`src/inc/resp_map.svh`:
```
// Constants of the text command responder: character codes,
// version reply text, lengths and buffer sizes.
// Assumes 8-bit characters, one per received or sent word.
`ifndef RESP_MAP_SVH
`define RESP_MAP_SVH

`define ASC_SPACE     8'h20
`define ASC_CR        8'h0D
`define ASC_LF        8'h0A
`define ASC_POINT     8'h2E
`define ASC_MINUS     8'h2D
`define ASC_DIGIT0    8'h30
`define ASC_A         8'h41
`define ASC_D         8'h44
`define ASC_E         8'h45
`define ASC_I         8'h49
`define ASC_L         8'h4C
`define ASC_S         8'h53
`define ASC_T         8'h54
`define ASC_Z         8'h5A
`define ASC_ONE       8'h31
`define ASC_K         8'h6B
`define ASC_G         8'h67
`define ASC_LB_L      8'h6C
`define ASC_LB_B      8'h62

// Command name slots kept in the line buffer
`define NAME_LEN      3
// Weight field width and digit count
`define FIELD_LEN     10
`define DIGITS        7
// Reply lengths, terminator included
`define LEN_WEIGHT    5'd19
`define LEN_ZERO      5'd5
`define LEN_ERR       5'd4
`define LEN_VER       6'd32
// Level and version reply text, terminator excluded
`define VER_TEXT      "I1 A \"1\" \"2.2x\" \"2.2x\" \" \" \" \""
`define VER_CHARS     30
// Transmit buffer
`define TXF_DEPTH     4
`define TXF_WIDTH     8

`endif

```
`src/inc/resp_pkg.sv`:
```
// Types used by the text command responder; its buffer uses none of them.
// Assumes resp_map.svh for all numeric constants.
`default_nettype none

package resp_pkg;

    typedef enum logic [1:0] {
        RSP_WEIGHT,
        RSP_ZERO,
        RSP_VERSION,
        RSP_ERR
    } resp_kind_e;

    typedef enum logic [2:0] {
        CMD_NONE,
        CMD_STABLE,
        CMD_IMMEDIATE,
        CMD_ZERO,
        CMD_VERSION
    } cmd_e;

    typedef struct packed {
        logic [7:0] data;
        logic       par_err;
    } rx_char_s;

    typedef struct packed {
        resp_kind_e  kind;
        logic [15:0] err_id;
        logic [7:0]  status;
        logic [79:0] field;
        logic [15:0] unit;
    } resp_s;

endpackage

`default_nettype wire

```
`src/design/byte_fifo.sv`:
```
// Small synchronous FIFO with valid and ready on both sides.
// Assumes one clock, synchronous active-low reset, DEPTH a power of two.
`timescale 1ns/10ps
`default_nettype none

module byte_fifo #(
    parameter int WIDTH = 8,
    parameter int DEPTH = 4
) (
    input  wire logic             clk,
    input  wire logic             rst_n,
    input  wire logic [WIDTH-1:0] in_data,
    input  wire logic             in_valid,
    output logic                  in_ready,
    output logic      [WIDTH-1:0] out_data,
    output logic                  out_valid,
    input  wire logic             out_ready
);
    localparam int AW = $clog2(DEPTH);

    logic [WIDTH-1:0] mem [DEPTH];
    logic [AW:0]      wr_ptr_r;
    logic [AW:0]      rd_ptr_r;
    logic             full;
    logic             empty;

    assign full      = (wr_ptr_r[AW] != rd_ptr_r[AW]) &&
                       (wr_ptr_r[AW-1:0] == rd_ptr_r[AW-1:0]);
    assign empty     = (wr_ptr_r == rd_ptr_r);
    assign in_ready  = !full;
    assign out_valid = !empty;
    assign out_data  = mem[rd_ptr_r[AW-1:0]];

    always_ff @(posedge clk) begin
        if (in_valid && !full) begin
            mem[wr_ptr_r[AW-1:0]] <= in_data;
        end
    end

    always_ff @(posedge clk) begin
        if (!rst_n) begin
            wr_ptr_r <= '0;
        end else if (in_valid && !full) begin
            wr_ptr_r <= wr_ptr_r + 1'b1;
        end
    end

    always_ff @(posedge clk) begin
        if (!rst_n) begin
            rd_ptr_r <= '0;
        end else if (out_ready && !empty) begin
            rd_ptr_r <= rd_ptr_r + 1'b1;
        end
    end

endmodule

`default_nettype wire

```
`src/design/cmd_responder.sv`:
```
// Text command responder: collects a command line, decodes it and
// streams back one fixed-format reply through a small FIFO.
// Assumes characters arrive synchronous to SYS_CLK, one per
// RX_VALID and RX_READY cycle, with their parity check done outside.
`timescale 1ns/10ps
`default_nettype none
`include "resp_map.svh"

module cmd_responder (
    input  wire logic        SYS_CLK,
    input  wire logic        RST_N,
    input  wire logic [7:0]  RX_DATA,
    input  wire logic        RX_PARITY_ERR,
    input  wire logic        RX_VALID,
    output logic             RX_READY,
    output logic      [7:0]  TX_DATA,
    output logic             TX_VALID,
    input  wire logic        TX_READY,
    input  wire logic [27:0] WEIGHT_BCD,
    input  wire logic        WEIGHT_NEG,
    input  wire logic [1:0]  WEIGHT_DP,
    input  wire logic        WEIGHT_STABLE,
    input  wire logic        UNIT_KG,
    input  wire logic        SCALE_BUSY,
    output logic             ZERO_REQ
);

    typedef enum logic {
        ST_COLLECT,
        ST_SEND
    } state_e;

    state_e              state_r;
    resp_pkg::rx_char_s  rx_c;
    resp_pkg::resp_s     resp_r;
    resp_pkg::resp_s     resp_nxt;
    resp_pkg::cmd_e      cmd;

    logic [7:0]  name_r [`NAME_LEN];
    logic [1:0]  name_cnt_r;
    logic        name_long_r;
    logic        in_param_r;
    logic        param_seen_r;
    logic        sep_bad_r;
    logic        last_space_r;
    logic        corrupt_r;
    logic        cr_seen_r;
    logic        take;
    logic        line_end;
    logic [5:0]  idx_r;
    logic [7:0]  push_data;
    logic        push_valid;
    logic        push_ready;
    logic        push_last;
    logic [7:0]  fifo_data;
    logic        fifo_valid;
    logic        fifo_pop;

    assign rx_c     = '{data: RX_DATA, par_err: RX_PARITY_ERR};
    assign take     = RX_VALID && RX_READY;
    assign line_end = take && cr_seen_r && (rx_c.data == `ASC_LF);

    // Formats the weight field right-justified with zero blanking
    function automatic logic [79:0] fmt_weight(
        input logic [27:0] bcd,
        input logic        neg,
        input logic [1:0]  dp
    );
        logic [79:0] f;
        int          msd;
        int          pos;
        f   = {`FIELD_LEN{`ASC_SPACE}};
        msd = int'(dp);
        for (int i = 0; i < `DIGITS; i++) begin
            if (bcd[4*i +: 4] != 4'h0 && i > int'(dp)) begin
                msd = i;
            end
        end
        for (int i = 0; i < `DIGITS; i++) begin
            pos = (dp != 2'h0 && i >= int'(dp)) ? i + 1 : i;
            if (i <= msd) begin
                f[8*pos +: 8] = `ASC_DIGIT0 | {4'h0, bcd[4*i +: 4]};
            end
        end
        if (dp != 2'h0) begin
            f[8*dp +: 8] = `ASC_POINT;
        end
        if (neg) begin
            pos = (dp != 2'h0) ? msd + 2 : msd + 1;
            f[8*pos +: 8] = `ASC_MINUS;
        end
        return f;
    endfunction

    // Number of characters in a reply of the given kind
    function automatic logic [5:0] resp_len(
        input resp_pkg::resp_kind_e kind
    );
        logic [5:0] n;
        case (kind)
            resp_pkg::RSP_WEIGHT:  n = {1'b0, `LEN_WEIGHT};
            resp_pkg::RSP_ZERO:    n = {1'b0, `LEN_ZERO};
            resp_pkg::RSP_VERSION: n = `LEN_VER;
            default:               n = {1'b0, `LEN_ERR};
        endcase
        return n;
    endfunction

    // Character at position idx of the reply held in r
    function automatic logic [7:0] resp_char(
        input resp_pkg::resp_s r,
        input logic [5:0]      idx
    );
        logic [7:0]       c;
        logic [8*30-1:0]  ver;
        int               k;
        c   = `ASC_SPACE;
        ver = `VER_TEXT;
        k   = int'(idx);
        if (idx == resp_len(r.kind) - 6'd2) begin
            c = `ASC_CR;
        end else if (idx == resp_len(r.kind) - 6'd1) begin
            c = `ASC_LF;
        end else begin
            case (r.kind)
                resp_pkg::RSP_WEIGHT: begin
                    if (k == 0) begin
                        c = `ASC_S;
                    end else if (k == 2) begin
                        c = r.status;
                    end else if (k >= 4 && k < 14) begin
                        c = r.field[8*(13-k) +: 8];
                    end else if (k == 15) begin
                        c = r.unit[15:8];
                    end else if (k == 16) begin
                        c = r.unit[7:0];
                    end
                end
                resp_pkg::RSP_ZERO: begin
                    if (k == 0) begin
                        c = `ASC_Z;
                    end else if (k == 2) begin
                        c = r.status;
                    end
                end
                resp_pkg::RSP_VERSION: begin
                    c = ver[8*(`VER_CHARS-1-k) +: 8];
                end
                default: begin
                    c = (k == 0) ? r.err_id[15:8] : r.err_id[7:0];
                end
            endcase
        end
        return c;
    endfunction

    // Name decode against the supported command set
    always_comb begin
        cmd = resp_pkg::CMD_NONE;
        if (!name_long_r) begin
            if (name_cnt_r == 2'd1 && name_r[0] == `ASC_S) begin
                cmd = resp_pkg::CMD_STABLE;
            end else if (name_cnt_r == 2'd2 && name_r[0] == `ASC_S &&
                         name_r[1] == `ASC_I) begin
                cmd = resp_pkg::CMD_IMMEDIATE;
            end else if (name_cnt_r == 2'd1 && name_r[0] == `ASC_Z) begin
                cmd = resp_pkg::CMD_ZERO;
            end else if (name_cnt_r == 2'd2 && name_r[0] == `ASC_I &&
                         name_r[1] == `ASC_ONE) begin
                cmd = resp_pkg::CMD_VERSION;
            end
        end
    end

    // Verdict on a complete line, highest fault first
    always_comb begin
        resp_nxt        = resp_r;
        resp_nxt.status = `ASC_A;
        resp_nxt.field  = fmt_weight(WEIGHT_BCD, WEIGHT_NEG, WEIGHT_DP);
        resp_nxt.unit   = UNIT_KG ? {`ASC_K, `ASC_G} :
                                    {`ASC_LB_L, `ASC_LB_B};
        resp_nxt.err_id = {`ASC_E, `ASC_S};
        resp_nxt.kind   = resp_pkg::RSP_ERR;
        if (corrupt_r || rx_c.par_err) begin
            resp_nxt.err_id = {`ASC_E, `ASC_T};
        end else if (cmd == resp_pkg::CMD_NONE) begin
            resp_nxt.err_id = {`ASC_E, `ASC_S};
        end else if (param_seen_r || sep_bad_r) begin
            resp_nxt.err_id = {`ASC_E, `ASC_L};
        end else if (SCALE_BUSY && cmd != resp_pkg::CMD_VERSION) begin
            resp_nxt.err_id = {`ASC_E, `ASC_I};
        end else if (cmd == resp_pkg::CMD_STABLE && !WEIGHT_STABLE) begin
            resp_nxt.err_id = {`ASC_E, `ASC_I};
        end else if (cmd == resp_pkg::CMD_ZERO) begin
            resp_nxt.kind = resp_pkg::RSP_ZERO;
        end else if (cmd == resp_pkg::CMD_VERSION) begin
            resp_nxt.kind = resp_pkg::RSP_VERSION;
        end else begin
            resp_nxt.kind   = resp_pkg::RSP_WEIGHT;
            resp_nxt.status = WEIGHT_STABLE ? `ASC_S : `ASC_D;
        end
    end

    // one reply per line, input held off meanwhile
    always_ff @(posedge SYS_CLK) begin
        if (!RST_N) begin
            state_r <= ST_COLLECT;
        end else if (state_r == ST_COLLECT && line_end) begin
            state_r <= ST_SEND;
        end else if (state_r == ST_SEND && push_last) begin
            state_r <= ST_COLLECT;
        end
    end

    always_ff @(posedge SYS_CLK) begin
        if (!RST_N) begin
            RX_READY <= 1'b0;
        end else begin
            RX_READY <= (state_r == ST_COLLECT) && !line_end &&
                        !(state_r == ST_SEND && !push_last);
        end
    end

    always_ff @(posedge SYS_CLK) begin
        if (!RST_N) begin
            resp_r <= '0;
        end else if (line_end) begin
            resp_r <= resp_nxt;
        end
    end

    always_ff @(posedge SYS_CLK) begin
        if (!RST_N) begin
            ZERO_REQ <= 1'b0;
        end else begin
            ZERO_REQ <= line_end &&
                        resp_nxt.kind == resp_pkg::RSP_ZERO;
        end
    end

    // name slots of the line buffer
    always_ff @(posedge SYS_CLK) begin
        if (!RST_N) begin
            for (int i = 0; i < `NAME_LEN; i++) begin
                name_r[i] <= `ASC_SPACE;
            end
            name_cnt_r  <= 2'd0;
            name_long_r <= 1'b0;
        end else if (line_end) begin
            for (int i = 0; i < `NAME_LEN; i++) begin
                name_r[i] <= `ASC_SPACE;
            end
            name_cnt_r  <= 2'd0;
            name_long_r <= 1'b0;
        end else if (take && !in_param_r && rx_c.data != `ASC_SPACE &&
                     rx_c.data != `ASC_CR && rx_c.data != `ASC_LF) begin
            if (name_cnt_r == 2'(`NAME_LEN)) begin
                name_long_r <= 1'b1;
            end else begin
                name_r[name_cnt_r] <= rx_c.data;
                name_cnt_r         <= name_cnt_r + 2'd1;
            end
        end
    end

    always_ff @(posedge SYS_CLK) begin
        if (!RST_N || line_end) begin
            in_param_r   <= 1'b0;
            param_seen_r <= 1'b0;
            sep_bad_r    <= 1'b0;
            last_space_r <= 1'b0;
        end else if (take && rx_c.data != `ASC_CR &&
                     rx_c.data != `ASC_LF) begin
            last_space_r <= (rx_c.data == `ASC_SPACE);
            if (rx_c.data == `ASC_SPACE) begin
                in_param_r <= 1'b1;
                if (last_space_r || name_cnt_r == 2'd0) begin
                    sep_bad_r <= 1'b1;
                end
            end else if (in_param_r) begin
                param_seen_r <= 1'b1;
            end
        end else if (take && rx_c.data == `ASC_CR && last_space_r) begin
            sep_bad_r <= 1'b1;
        end
    end

    always_ff @(posedge SYS_CLK) begin
        if (!RST_N || line_end) begin
            corrupt_r <= 1'b0;
        end else if (take && (rx_c.par_err || rx_c.data[7])) begin
            corrupt_r <= 1'b1;
        end
    end

    always_ff @(posedge SYS_CLK) begin
        if (!RST_N || line_end) begin
            cr_seen_r <= 1'b0;
        end else if (take) begin
            cr_seen_r <= (rx_c.data == `ASC_CR);
        end
    end

    // reply characters streamed into the FIFO
    assign push_valid = (state_r == ST_SEND);
    assign push_data  = resp_char(resp_r, idx_r);
    assign push_last  = push_valid && push_ready &&
                        (idx_r == resp_len(resp_r.kind) - 6'd1);

    always_ff @(posedge SYS_CLK) begin
        if (!RST_N || state_r == ST_COLLECT) begin
            idx_r <= 6'd0;
        end else if (push_valid && push_ready) begin
            idx_r <= idx_r + 6'd1;
        end
    end

    byte_fifo #(
        .WIDTH (`TXF_WIDTH),
        .DEPTH (`TXF_DEPTH)
    ) u_tx_fifo (
        .clk       (SYS_CLK),
        .rst_n     (RST_N),
        .in_data   (push_data),
        .in_valid  (push_valid),
        .in_ready  (push_ready),
        .out_data  (fifo_data),
        .out_valid (fifo_valid),
        .out_ready (fifo_pop)
    );

    // Output register stage so the port comes from flops
    assign fifo_pop = fifo_valid && (!TX_VALID || TX_READY);

    always_ff @(posedge SYS_CLK) begin
        if (!RST_N) begin
            TX_VALID <= 1'b0;
            TX_DATA  <= 8'h00;
        end else if (!TX_VALID || TX_READY) begin
            TX_VALID <= fifo_valid;
            TX_DATA  <= fifo_data;
        end
    end

endmodule

`default_nettype wire

```
`config.mk`:
```
export PLATFORM = sky130hd
export DESIGN_NAME = cmd_responder
export DESIGN_NICKNAME = d
export VERILOG_FILES = /design/src/inc/resp_pkg.sv /design/src/design/byte_fifo.sv /design/src/design/cmd_responder.sv
export VERILOG_INCLUDE_DIRS = /design/src /design/src/inc
export SDC_FILE = /design/constraint.sdc
export NUM_CORES = 1
export LEC_CHECK = 0
export BUFFER_PORTS_ARGS = -buffer_cell sky130_fd_sc_hd__buf_2
export CAP_MARGIN = 40
export CORE_MARGIN = 2
export CORE_UTILIZATION = 40
export CTS_CLUSTER_SIZE = 8
export DETAILED_ROUTE_END_ITERATION = 10
export PLACE_DENSITY_LB_ADDON = 0.15
export SYNTH_ARGS = -nofsm -noshare
export SYNTH_HDL_FRONTEND = slang
export SYNTH_SLANG_ARGS = --single-unit
```
`constraint.sdc`:
```
create_clock -name SYS_CLK -period 5.5 [get_ports SYS_CLK]
set_input_delay 0.55 -clock SYS_CLK [delete_from_list [all_inputs] [get_ports SYS_CLK]]
set_output_delay 0.55 -clock SYS_CLK [all_outputs]
set_load 0.1 [all_outputs]
```
Yosys cells after proc, flatten, opt, wreduce, memory -nomap -nowiden
Memory sizes are Yosys's and may differ from the RTL's. A register that Yosys moved wholly into a read port is not among the register bits.
Cells that the tools add are included.
{"block": "totals", "reg_bits": 147, "mem_bits_rw": 56, "input_bits": 47, "output_inout_bits": 11, "word_cells": 287, "n_memories": 2}
{"block": "classes", "addsub": 20, "magnitude_cmp": 15, "n_eq_ne": 32, "n_shift": 20, "n_mux": 93, "bitwise_logic": 10, "reduce_logical": 75}
{"name": "u_tx_fifo.mem", "depth": 4, "width": 8, "read_ports": 1, "rd_ports_with_merged_regs": 1, "write_ports": 1, "line": "byte_fifo.sv:21", "rtl": "logic [WIDTH-1:0] mem [DEPTH];"}
{"name": "name_r", "depth": 3, "width": 8, "read_ports": 2, "rd_ports_with_merged_regs": 0, "write_ports": 3, "line": "cmd_responder.sv:39", "rtl": "logic [7:0] name_r [`NAME_LEN];"}
{"operator": "$mux 80", "n": 9}
{"operator": "$bwmux 80", "n": 8}
{"operator": "$shift 8x33->80 const A", "n": 8}
{"operator": "$shiftx 8x33->80", "n": 7}
{"operator": "$shiftx 240x10->8 const A", "n": 1}
{"operator": "$mux 32", "n": 5}
{"operator": "$mux 8", "n": 18}
{"operator": "$neg 6->33", "n": 4}
{"operator": "$le 4x32->1 const A", "n": 3}
{"operator": "$shift 8x34->80 const A", "n": 1}
{"operator": "$shiftx 8x33->80 const A", "n": 1}
{"operator": "$shiftx 8x34->80 const A", "n": 1}
{"operator": "$shiftx 80x10->8", "n": 1}
{"operator": "$and 70x70->70", "n": 1}
{"operator": "$neg 5->33", "n": 2}
{"operator": "$le 3x32->1 const A", "n": 2}
{"operator": "$mux 5", "n": 9}
{"operator": "$logic_and 1x1->1", "n": 38}
{"operator": "$neg 5->34", "n": 1}
{"operator": "$neg 32->33", "n": 1}
{"operator": "$neg 4->33", "n": 1}
{"operator": "$eq 8x7->1 const B", "n": 4}
{"operator": "$le 1x32->1 const A", "n": 1}
{"operator": "$le 2x32->1 const A", "n": 1}
{"operator": "other kinds (56)", "n": 137}

Depth between registers and ports, before layout
Gate-level depths: netlist of the first run.
{"block": "logic_depth", "word_depth": 26, "mapped_depth": 20, "ltp_nobuf": 19}

Cells and area by module
A second synthesis of the first run with hierarchy kept.
{"block": "unflattened", "hier_cells": 941, "hier_area_um2": 8883.5}
{"module": "cmd_responder", "n_inst": 1, "cells_each": 832, "area_each_um2": 7171.9}
{"module": "byte_fifo", "n_inst": 1, "cells_each": 109, "area_each_um2": 1711.6}

Least setup slack after synthesis of the first run
OpenSTA, ideal clock, no wires.
{"block": "synth_timing", "path_type": "input-to-reg", "from": "input port WEIGHT_BCD[13]", "to": "register resp_r[25] in the netlist's numbering", "setup_time_ps": 70, "t_arrival_ps": 3988, "required_ps": 5430, "slack_ps": 1442, "path_stages": 18, "cell_sequence": "or4_1 and2_4 a31oi_1 and2_1 buf_4 inv_4 ha_1 ha_1 nor2b_1 nand2_1 a21oi_1 ha_1 and2_1 and3_1 clkbuf_1 a21oi_1 a32oi_1 a21oi_1"}
{"block": "synth_between", "elab_chain_cells": 24, "elab_cells_between_ends": 37}
{"element": "from (decl)", "line": "cmd_responder.sv:19", "rtl": "input wire logic [27:0] WEIGHT_BCD,"}
{"element": "$reduce_bool 4->1", "line": "cmd_responder.sv:75", "rtl": "if (bcd[4*i +: 4] != 4'h0 && i > int'(dp)) begin"}
{"element": "$logic_and 1x1->1", "line": "cmd_responder.sv:75"}
{"element": "$mux 32 (4 in a row)", "line": "cmd_responder.sv:75"}
{"element": "$le 1x32->1", "line": "cmd_responder.sv:81", "rtl": "if (i <= msd) begin"}
{"element": "$mux 80", "line": "cmd_responder.sv:81"}
{"element": "$bwmux 80", "line": "cmd_responder.sv:82", "rtl": "f[8*pos +: 8] = `ASC_DIGIT0 | {4'h0, bcd[4*i +: 4]};"}
{"element": "$mux 80", "line": "cmd_responder.sv:81"}
{"element": "$bwmux 80", "line": "cmd_responder.sv:82"}
{"element": "(+5 left out)"}
{"element": "$bwmux 80", "line": "cmd_responder.sv:82"}
{"element": "$mux 80", "line": "cmd_responder.sv:81"}
{"element": "$bwmux 80", "line": "cmd_responder.sv:82"}
{"element": "$mux 80", "line": "cmd_responder.sv:81"}
{"element": "$bwmux 80 (no line)"}
{"element": "$mux 80", "line": "cmd_responder.sv:85", "rtl": "if (dp != 2'h0) begin"}
{"element": "$bwmux 80 (no line)"}
{"element": "$mux 80 (*)", "line": "cmd_responder.sv:88", "rtl": "if (neg) begin"}
{"element": "to (signal assigned)", "line": "cmd_responder.sv:228", "rtl": "resp_r <= resp_nxt;"}
{"element": "to (decl)", "line": "cmd_responder.sv:35", "rtl": "resp_pkg::resp_s resp_r;"}
Mark *: on every way between the ends. The rest lies on a longest branch, timed or not.
A chain may end at the register's enable or synchronous reset.

Worst setup path after layout of the first run
{"block": "layout_timing", "from": "input port WEIGHT_BCD[17]", "to": "register resp_r[25] in the netlist's numbering"}
{"block": "layout_between", "elab_chain_cells": 22, "elab_cells_between_ends": 35}
{"element": "$reduce_bool 4->1", "line": "cmd_responder.sv:75"}
{"element": "$mux 32 (3 in a row)", "line": "cmd_responder.sv:75"}
{"element": "$le 1x32->1", "line": "cmd_responder.sv:81"}
{"element": "$mux 80", "line": "cmd_responder.sv:81"}
{"element": "$bwmux 80", "line": "cmd_responder.sv:82"}
{"element": "$mux 80", "line": "cmd_responder.sv:81"}
{"element": "$bwmux 80", "line": "cmd_responder.sv:82"}
{"element": "$mux 80", "line": "cmd_responder.sv:81"}
{"element": "(+4 left out)"}
{"element": "$bwmux 80", "line": "cmd_responder.sv:82"}
{"element": "$mux 80", "line": "cmd_responder.sv:81"}
{"element": "$bwmux 80", "line": "cmd_responder.sv:82"}
{"element": "$mux 80", "line": "cmd_responder.sv:81"}
{"element": "$bwmux 80 (no line)"}
{"element": "$mux 80", "line": "cmd_responder.sv:85"}
{"element": "$bwmux 80 (no line)"}
{"element": "$mux 80 (*)", "line": "cmd_responder.sv:88"}
Marks and branches as above.

==> flow_metrics.py, run 1 <==
metrics = {
    "timing": {
        "period_minus_slack_ns": 4.30,
        "post-route-period-util": 0.783,
        "rsz0062_at_grt": "no",
        "maxSlewHeadroom": 0.448,
        "report.final.slew_viol_count": 0,
        "tightest_slew_ns": 0.828,
        "fin_hold_ws_ns": 0.368,
        "fin_skew_ns": 0.0154,
        "setup_tns_ns": 0,
        "fmax_mhz": 232,
        "hold_viol": 0,
        "worst_slack_ns": 1.20,
        "setup_viol": 0,
    },
    "finish": {
        "drive_gt1_frac": 0.141,
        "syn_to_final_growth_pct": 12.2,
        "layout.nets": 1038,
        "fin_area_sq_mm": 0.00955,
        "final_util": 0.456,
        "finalNonFillerCells": 1242,
        "antenna_cells": 0,
    },
    "clocking": {
        "ctsHoldBuffers": 0,
        "cts_setup_buffers": 0,
        "clockBufferDepth": 2,
        "path_clk_slew_ns": 0.06,
        "cts_tree": "yes",
        "cts_buffers": 17,
        "clock-sinks": 150,
        "post_cts_resize_count": 0,
        "clk_latency_ns": 0.43,
        "root_buffer": "clkbuf_16",
        "htreeDepth": 4,
    },
    "job": {
        "maxCapViolCount": 0,
    },
    "pwr": {
        "p_total_mw": 2.46,
        "power.density_mw_per_mm2": 258,
        "p_leak_nw": 3.73,
        "ir_worst_vdd_v": 0.000180,
    },
    "drt": {
        "drtIter0Drc": 465,
        "vias": 7028,
        "wire_per_inst_um": 18.0,
        "first_pass_iters": 5,
        "postRouteAntennaNets": 0,
        "drt_drc_violations_left": 0,
        "totalWireLength_um": 22400,
        "vias_per_cell": 5.66,
    },
    "die": {
        "die-area_sq_mm": 0.0225,
        "boundaryPins": 58,
        "start_util": 0.406,
        "die_height_um": 150,
        "die_w_um": 150,
        "core-area_sq_mm": 0.0210,
        "num_rows": 53,
    },
    "placed_design": {
        "dpl_cell_area_sq_mm": 0.00902,
        "hpwlAfterDp_um": 16200,
        "io_buffer_count": 57,
        "place_ws_ns": 0.836,
        "dp_cells": 1210,
        "place_congestion": 0.869,
    },
    "logic_synthesis": {
        "syn-mean-instance-area_sq_um": 9.26,
        "yosysTopAreaCell": "dfxtp_1",
        "ys_warn_count": 0,
        "synthCells": 919,
        "yosys-top-cells-area": "dfxtp_1 (24%), edfxtp_1 (17%), ha_1 (5.4%), mux4_2 (4.5%), a21oi_1 (4.5%)",
        "ys_types": 82,
        "synth_top_area_frac": 0.240,
        "synthFlopType": "dfxtp_1",
        "async_flop_share": 0,
        "synth-edff-count": 48,
        "yosys_register_bits": 150,
        "seq_area_frac_synth": 0.409,
        "synth_area_sq_mm": 0.00851,
    },
    "setup_path": {
        "cp_max_fo": 7,
        "reg2reg_from": "idx_r[2]",
        "slowest_delay_ns": 0.66,
        "endpoint": "resp_r[25]",
        "critical-path-slowest-cell": "nor4_2",
        "path_class": "input pin to flop",
        "critPathTopFamily": "simple AND/OR/NAND/NOR gates",
        "crit_path_start_kind": "input pin",
        "crit_path_start": "WEIGHT_BCD[17]",
        "end_kind": "flop",
        "worstSetupPathDepth": 13,
        "arrival_ns": 4.67,
        "r2r-end": "u_tx_fifo.mem[1][4]",
        "worst-path-buf-inv": 2,
        "rr_worst_depth": 7,
        "path_cells": "buf_2 > nor4_2 > nand2_1 > o21ai_0 > ha_1 > mux2i_1 > inv_1 > ha_1 > or3_1 > and3_1 > a21oi_1 > a32oi_1 > a21oi_1",
        "ff2ff_setup_slack_ns": 1.73,
        "cp.required_ns": 5.86,
    },
    "outcome": {
        "status": "complete, no violations",
    },
    "grt": {
        "antenna_found_initial": 1,
        "globalRoute.totalOverflow": 0,
        "grt_usage": 0.207,
        "grt_max_degree": 49,
        "grt_first_pass_wirelength_um": 36300,
        "grt_pass1_vias": 6888,
    },
    "min_path": {
        "hp-class": "input pin to flop",
    },
}
-- synthesized netlist by cell type, types with 4 or more instances --
master and count:
a221oi_1 5, nand3_1 24, and3_1 30, a22oi_1 11, a22o_1 4, a41oi_1 5
buf_1 9, a211oi_1 7, ha_1 37, mux2i_1 23, nand2_1 79, nor2b_1 13
mux4_2 17, nand2b_1 11, nor4b_1 4, o211ai_1 5, nor2_1 94, xnor2_1 17
dfxtp_1 102, nor4_1 5, xor2_1 10, inv_1 29, o21ai_0 43, buf_2 11
o31ai_1 5, a32oi_1 4, o211a_1 5, a21oi_1 76, nand4_1 13, a21o_1 7
clkbuf_1 34, edfxtp_1 48, or4_1 5, a221o_1 4, and2_1 13, a31oi_1 21
nor3_1 14
-- registers in the layout (all words and copies together) (netlist names), 2 cells and up --
signal              flops
resp_r                 69
u_tx_fifo.wr_ptr_r      3
name_r                 16
u_tx_fifo.rd_ptr_r      3
TX_DATA                 8
name_cnt_r              2
idx_r                   6
u_tx_fifo.mem          32
-- report_power, final --
group	switching [mW]	total [mW]	internal (mW)
registers	0.0148	1.17	1.15
clock network	0.476	1.05	0.578
logic	0.161	0.236	0.0751
-- area by class of cell --
class                   count  area (sq um)
flip-flops and latches    150          3480
clock inverters            14           101
well taps                 275           344
repair buffers             69           383
clock buffers              18           429
inverters                  31           119
fillers                  2092         11400
multi-input cells         685          4690
-- logic make-up (layout without fill, tap and decap cells) --
| kind of cell | count (synthesis) | after routing | share of synthesized area |
|---|---|---|---|
| xor gates and xnor gates | 29 | 29 | 0.0324 |
| muxes | 42 | 42 | 0.0747 |
| buffers and inverters | 87 | 132 | 0.0409 |
| other | 1 | 4 | 0.000441 |
| AOI/OAI and AO/OA | 236 | 236 | 0.182 |
| and+or+nand+nor | 337 | 337 | 0.205 |
| adders and majority gates | 37 | 37 | 0.0544 |
| DFF | 150 | 150 | 0.409 |
-- metal layers --
metal	GRT usage	wire, um
met1	0.269	10200
met2	0.339	10600
met3	0.0473	1070
met4	0.0712	473
met5	0	13
-- worst min-delay path by stage --
stage	cells past startpoint	slack, ns	startpoint	end
after floorplan	2	0.42	resp_r[83]	resp_r[83]
after global placement	2	0.43	corrupt_r	corrupt_r
after detailed placement	2	0.44	TX_DATA[3]	TX_DATA[3]
after CTS	3	0.36	UNIT_KG	resp_r[9]
after global routing	3	0.39	UNIT_KG	resp_r[9]
final	3	0.37	UNIT_KG	resp_r[9]
-- worst reg2reg max path: stages, from the launching register on --
cell and delay (ns):
dfxtp_1 0.86, ha_1 0.62, xor2_1 0.62, o21ai_0 0.32, a221oi_1 0.31, a311o_1 0.25, a31oi_1 0.06, nor3_1 0.47
-- cells in the final DEF (no fill, tap or decap), types with 10 or more instances in the layout --
master	count
a21oi_1	76
a22oi_1	11
a31oi_1	21
and2_1	13
and3_1	30
buf_2	57
buf_4	11
clkbuf_16	17
dfxtp_1	101
edfxtp_1	48
ha_1	37
inv_1	29
mux2i_1	23
mux4_2	17
nand2_1	79
nand2b_1	11
nand3_1	24
nand4_1	13
nor2_1	94
nor2b_1	13
nor3_1	14
o21ai_0	43
xnor2_1	17
xor2_1	10
No activity file was read; power rests on OpenSTA's default activity.
==> run 2: changes to the inputs <==
Clock period 5.5 ns to 4.2 ns, I/O delays scaled along.
==> flow_metrics.py, run 2 (synthesis results as in run 1) <==
metrics = {
    "outcome": {
        "status": "complete, no violations",
    },
    "min_path": {
        "hp-class": "input pin to flop",
    },
    "placed_design": {
        "io_buffer_count": 57,
        "dp_cells": 1230,
        "dpl_cell_area_sq_mm": 0.00916,
        "hpwlAfterDp_um": 16900,
        "place_congestion": 0.913,
    },
    "grt": {
        "grt_pass1_vias": 6960,
        "globalRoute.totalOverflow": 0,
        "grt_first_pass_wirelength_um": 36700,
        "antenna_found_initial": 1,
        "grt_max_degree": 48,
        "grt_usage": 0.210,
    },
    "clocking": {
        "post_cts_resize_count": 0,
        "clk_latency_ns": 0.43,
        "cts_setup_buffers": 0,
        "root_buffer": "clkbuf_16",
        "htreeDepth": 4,
        "cts_buffers": 17,
        "clockBufferDepth": 2,
        "clock-sinks": 150,
        "cts_tree": "yes",
        "path_clk_slew_ns": 0.06,
        "ctsHoldBuffers": 0,
    },
    "timing": {
        "setup_viol": 0,
        "setup_tns_ns": 0,
        "hold_viol": 0,
        "report.final.slew_viol_count": 0,
        "tightest_slew_ns": 0.912,
        "rsz0062_at_grt": "no",
        "period_minus_slack_ns": 3.82,
        "fin_skew_ns": 0.0116,
        "fmax_mhz": 262,
        "maxSlewHeadroom": 0.387,
        "post-route-period-util": 0.909,
        "fin_hold_ws_ns": 0.242,
    },
    "pwr": {
        "p_total_mw": 3.52,
        "power.density_mw_per_mm2": 359,
        "p_leak_nw": 3.90,
        "ir_worst_vdd_v": 0.000246,
    },
    "finish": {
        "final-seq-area_sq_mm": 0.00348,
        "finalNonFillerCells": 1263,
        "multiInputGateArea_sq_mm": 0.00469,
        "largest-register": "resp_r",
        "layout_commonest_cell": "dfxtp_1",
        "fin_area_sq_mm": 0.00981,
        "largest_reg_flops": 69,
        "drive_gt1_frac": 0.162,
        "final_cell_mix": "dfxtp_1 (101), nor2_1 (94), nand2_1 (79), a21oi_1 (76), buf_2 (57)",
        "syn_to_final_growth_pct": 15.3,
        "layout.nets": 1058,
        "nFillCells": 2075,
    },
    "job": {
        "maxCapViolCount": 0,
    },
    "die": {
        "die_height_um": 150,
        "start_util": 0.406,
        "die-area_sq_mm": 0.0225,
        "die_w_um": 150,
        "boundaryPins": 58,
        "num_rows": 53,
        "core-area_sq_mm": 0.0210,
    },
    "drt": {
        "drtIter0Drc": 536,
        "totalWireLength_um": 22800,
        "vias_per_cell": 5.62,
        "postRouteAntennaNets": 0,
        "vias": 7101,
        "first_pass_iters": 5,
        "wire_per_inst_um": 18.1,
        "drt_drc_violations_left": 0,
    },
    "setup_path": {
        "end_kind": "flop",
        "path_class": "input pin to flop",
        "cp.required_ns": 4.56,
        "cp_max_fo": 6,
        "arrival_ns": 4.18,
        "crit_path_start_kind": "input pin",
    },
}
[run 2: cell types whose count changed in the layout (fill, tap and decap cells not counted)]
cell / before / now
buf_4: 11 / 32
buf_8: 1 / 0
bufinv_16: 0 / 4
clkbuf_1: 1 / 0
clkbuf_8: 0 / 2
clkinv_1: 4 / 1
clkinv_2: 1 / 2
clkinv_4: 2 / 1
clkinvlp_4: 4 / 1
diode_2: 0 / 1
inv_4: 1 / 2
[run 2: cell type report]
| type | count | area share |
|---|---|---|
| clock buffer | 19 | 0.0462 |
| sequential | 150 | 0.355 |
| multi-input combinational | 685 | 0.478 |
| timing repair buffer | 89 | 0.0536 |
| tap | 275 | 0.0351 |
| antenna | 1 | 0.000255 |
| clock inverter | 13 | 0.0194 |
| inverter | 31 | 0.0121 |
[run 2: path summary, 6_finish.rpt]
kind / startpoint / to / slack (ns) / cells after the start
max: WEIGHT_BCD[10] / resp_r[36] / 0.38 / 14
min: UNIT_KG / resp_r[9] / 0.24 / 3
max reg2reg: idx_r[1] / u_tx_fifo.mem[2][4] / 1.12 / 7
min reg2reg: TX_DATA[0] / TX_DATA[0] / 0.45 / 2
[run 2: layer usage]
| metal | track usage | routed length [um] | vias to the layer above |
|---|---|---|---|
| li1 | - | - | 3514 |
| met1 | 0.279 | 10500 | 3355 |
| met2 | 0.343 | 10700 | 191 |
| met3 | 0.0399 | 1130 | 41 |
| met4 | 0.0689 | 484 | 0 |
| met5 | 0 | 0 | - |
[run 2: stage by stage]
| step | utilization | setup WS, ns |
|---|---|---|
| floorplan | - | 0.272 |
| detailed placement | 0.437 | -0.0292 |
| global placement | 0.437 | 0.0886 |
| finish | 0.468 | 0.384 |
| CTS | 0.468 | 0.394 |
| global route | 0.468 | 0.110 |
[run 2: report_power, final]
part / internal, mW / leakage, nW / total (mW) / switching (mW)
Clock: 1.03 / 0.317 / 1.67 / 0.634
Combinational: 0.106 / 2.31 / 0.318 / 0.212
Sequential: 1.51 / 1.28 / 1.53 / 0.0196
Total: 2.65 / 3.90 / 3.52 / 0.866
[run 2: critical path: stages]
cell	delay (ns)
buf_2	0.12
or4_1	0.58
a222oi_1	0.44
o21ai_0	0.22
buf_4	0.21
ha_1	0.30
mux2i_1	0.24
inv_1	0.10
ha_1	0.22
or3_1	0.41
and3_1	0.26
a211oi_1	0.38
o21ai_1	0.12
a21oi_1	0.15
==> run 3: changes to the inputs <==
Settings changed: CAP_MARGIN 40 to 20, CORE_UTILIZATION 40 to 25.
==> flow_metrics.py, run 3 (synthesis results as in run 1) <==
metrics = {
    "outcome": {
        "status": "complete, no violations",
    },
    "finish": {
        "finalNonFillerCells": 1448,
        "final_cell_mix": "dfxtp_1 (101), nor2_1 (94), nand2_1 (79), a21oi_1 (76), buf_2 (57)",
        "drive_gt1_frac": 0.169,
        "final_util": 0.300,
        "antenna_cells": 0,
        "largest-register": "resp_r",
        "layout_commonest_cell": "dfxtp_1",
        "syn_to_final_growth_pct": 18.4,
        "layout.nets": 1071,
        "largest_reg_flops": 69,
    },
    "placed_design": {
        "dp_cells": 1416,
        "io_buffer_count": 57,
        "hpwlAfterDp_um": 18500,
        "place_congestion": 0.844,
    },
    "timing": {
        "hold_viol": 0,
        "fmax_mhz": 273,
        "period_minus_slack_ns": 3.67,
        "rsz0062_at_grt": "no",
        "maxSlewHeadroom": 0.363,
        "report.final.slew_viol_count": 0,
        "fin_skew_ns": 0.0145,
        "tightest_slew_ns": 0.948,
        "fin_hold_ws_ns": 0.232,
        "setup_tns_ns": 0,
        "setup_viol": 0,
        "post-route-period-util": 0.874,
    },
    "setup_path": {
        "crit_path_start_kind": "input pin",
        "path_class": "input pin to flop",
        "critPathMostFrequentCell": "ha_1",
        "slowest_delay_ns": 0.54,
        "cp_max_fo": 4,
        "arrival_ns": 4.04,
        "end_kind": "flop",
        "cp.required_ns": 4.57,
        "critPathTopFamily": "simple AND/OR/NAND/NOR gates",
        "worst-path-buf-inv": 2,
        "critical-path-slowest-cell": "or4_1",
        "path_cells": "buf_2 > or4_1 > and2_4 > a31oi_1 > and2_1 > inv_4 > ha_1 > ha_1 > nor2b_1 > nand2_1 > a21oi_1 > ha_1 > and2_1 > and3_1 > a211oi_1 > o21ai_1 > a21oi_1",
    },
    "clocking": {
        "cts_setup_buffers": 0,
        "cts_tree": "yes",
        "clockBufferDepth": 2,
        "clock-sinks": 150,
        "path_clk_slew_ns": 0.07,
        "root_buffer": "clkbuf_16",
        "clk_latency_ns": 0.44,
        "htreeDepth": 4,
        "post_cts_resize_count": 0,
        "cts_buffers": 17,
        "ctsHoldBuffers": 0,
    },
    "drt": {
        "wire_per_inst_um": 17.6,
        "totalWireLength_um": 25400,
        "vias_per_cell": 4.93,
        "vias": 7140,
        "drt_drc_violations_left": 0,
        "postRouteAntennaNets": 0,
        "first_pass_iters": 5,
        "drtIter0Drc": 553,
    },
    "grt": {
        "grt_pass1_vias": 7195,
        "grt_max_degree": 48,
        "grt_usage": 0.147,
        "grt_first_pass_wirelength_um": 40600,
        "globalRoute.totalOverflow": 0,
        "antenna_found_initial": 0,
    },
    "die": {
        "die-area_sq_mm": 0.0355,
        "boundaryPins": 58,
        "num_rows": 67,
        "core-area_sq_mm": 0.0335,
        "die_w_um": 188,
        "start_util": 0.254,
        "die_height_um": 188,
    },
    "pwr": {
        "p_total_mw": 3.42,
        "ir_worst_vdd_v": 0.000277,
        "power.density_mw_per_mm2": 340,
        "p_leak_nw": 3.94,
    },
    "job": {
        "maxCapViolCount": 0,
    },
    "min_path": {
        "hp-class": "input pin to flop",
    },
}
==> run 3: worst register-to-register path, stage by stage, from the launching register on <==
cell and delay [ns]:
dfxtp_1 0.39, ha_1 0.41, xnor2_1 0.83, nand3_1 0.15, o21a_1 0.14, o21ai_0 0.14
a31oi_1 0.13, nor3_1 0.53
==> run 3: final cells by class <==
cell class              instances  area (sq um)
repair buffers                102           623
flip-flops and latches        150          3480
fillers                      3614         23500
multi-input cells             685          4690
inverters                      31           119
well taps                     448           561
clock inverters                 8          82.6
clock buffers                  24           515
==> run 3: stage by stage <==
step | area, sq um | worst slack (ns)
after floorplan | 8520 | 0.272
after global placement | 9480 | 0.0972
after detailed placement | 9480 | 0.0603
after CTS | 10100 | 0.522
after global routing | 10100 | 0.205
final | 10100 | 0.531
==> run 3: report_power, final <==
| group | leakage [nW] | switching (mW) | internal [mW] |
|---|---|---|---|
| Sequential | 1.28 | 0.0192 | 1.51 |
| Combinational | 2.37 | 0.219 | 0.115 |
| Clock | 0.295 | 0.633 | 0.926 |
| Total | 3.94 | 0.871 | 2.55 |
==> run 3: routing by layer <==
metal | GRT usage | vias to the layer above | part of all wire
li1 | - | 3529 | -
met1 | 0.198 | 3410 | 0.48
met2 | 0.238 | 174 | 0.46
met3 | 0.0246 | 27 | 0.040
met4 | 0.0487 | 0 | 0.017
met5 | 0 | - | 0
==> run 3: final timing paths <==
kind | from | endpoint | slack (ns) | depth (start not counted)
max | WEIGHT_BCD[13] | resp_r[36] | 0.53 | 17
max reg2reg | idx_r[2] | u_tx_fifo.mem[3][4] | 1.20 | 7
min | UNIT_KG | resp_r[9] | 0.23 | 3
min reg2reg | TX_DATA[0] | TX_DATA[0] | 0.45 | 2
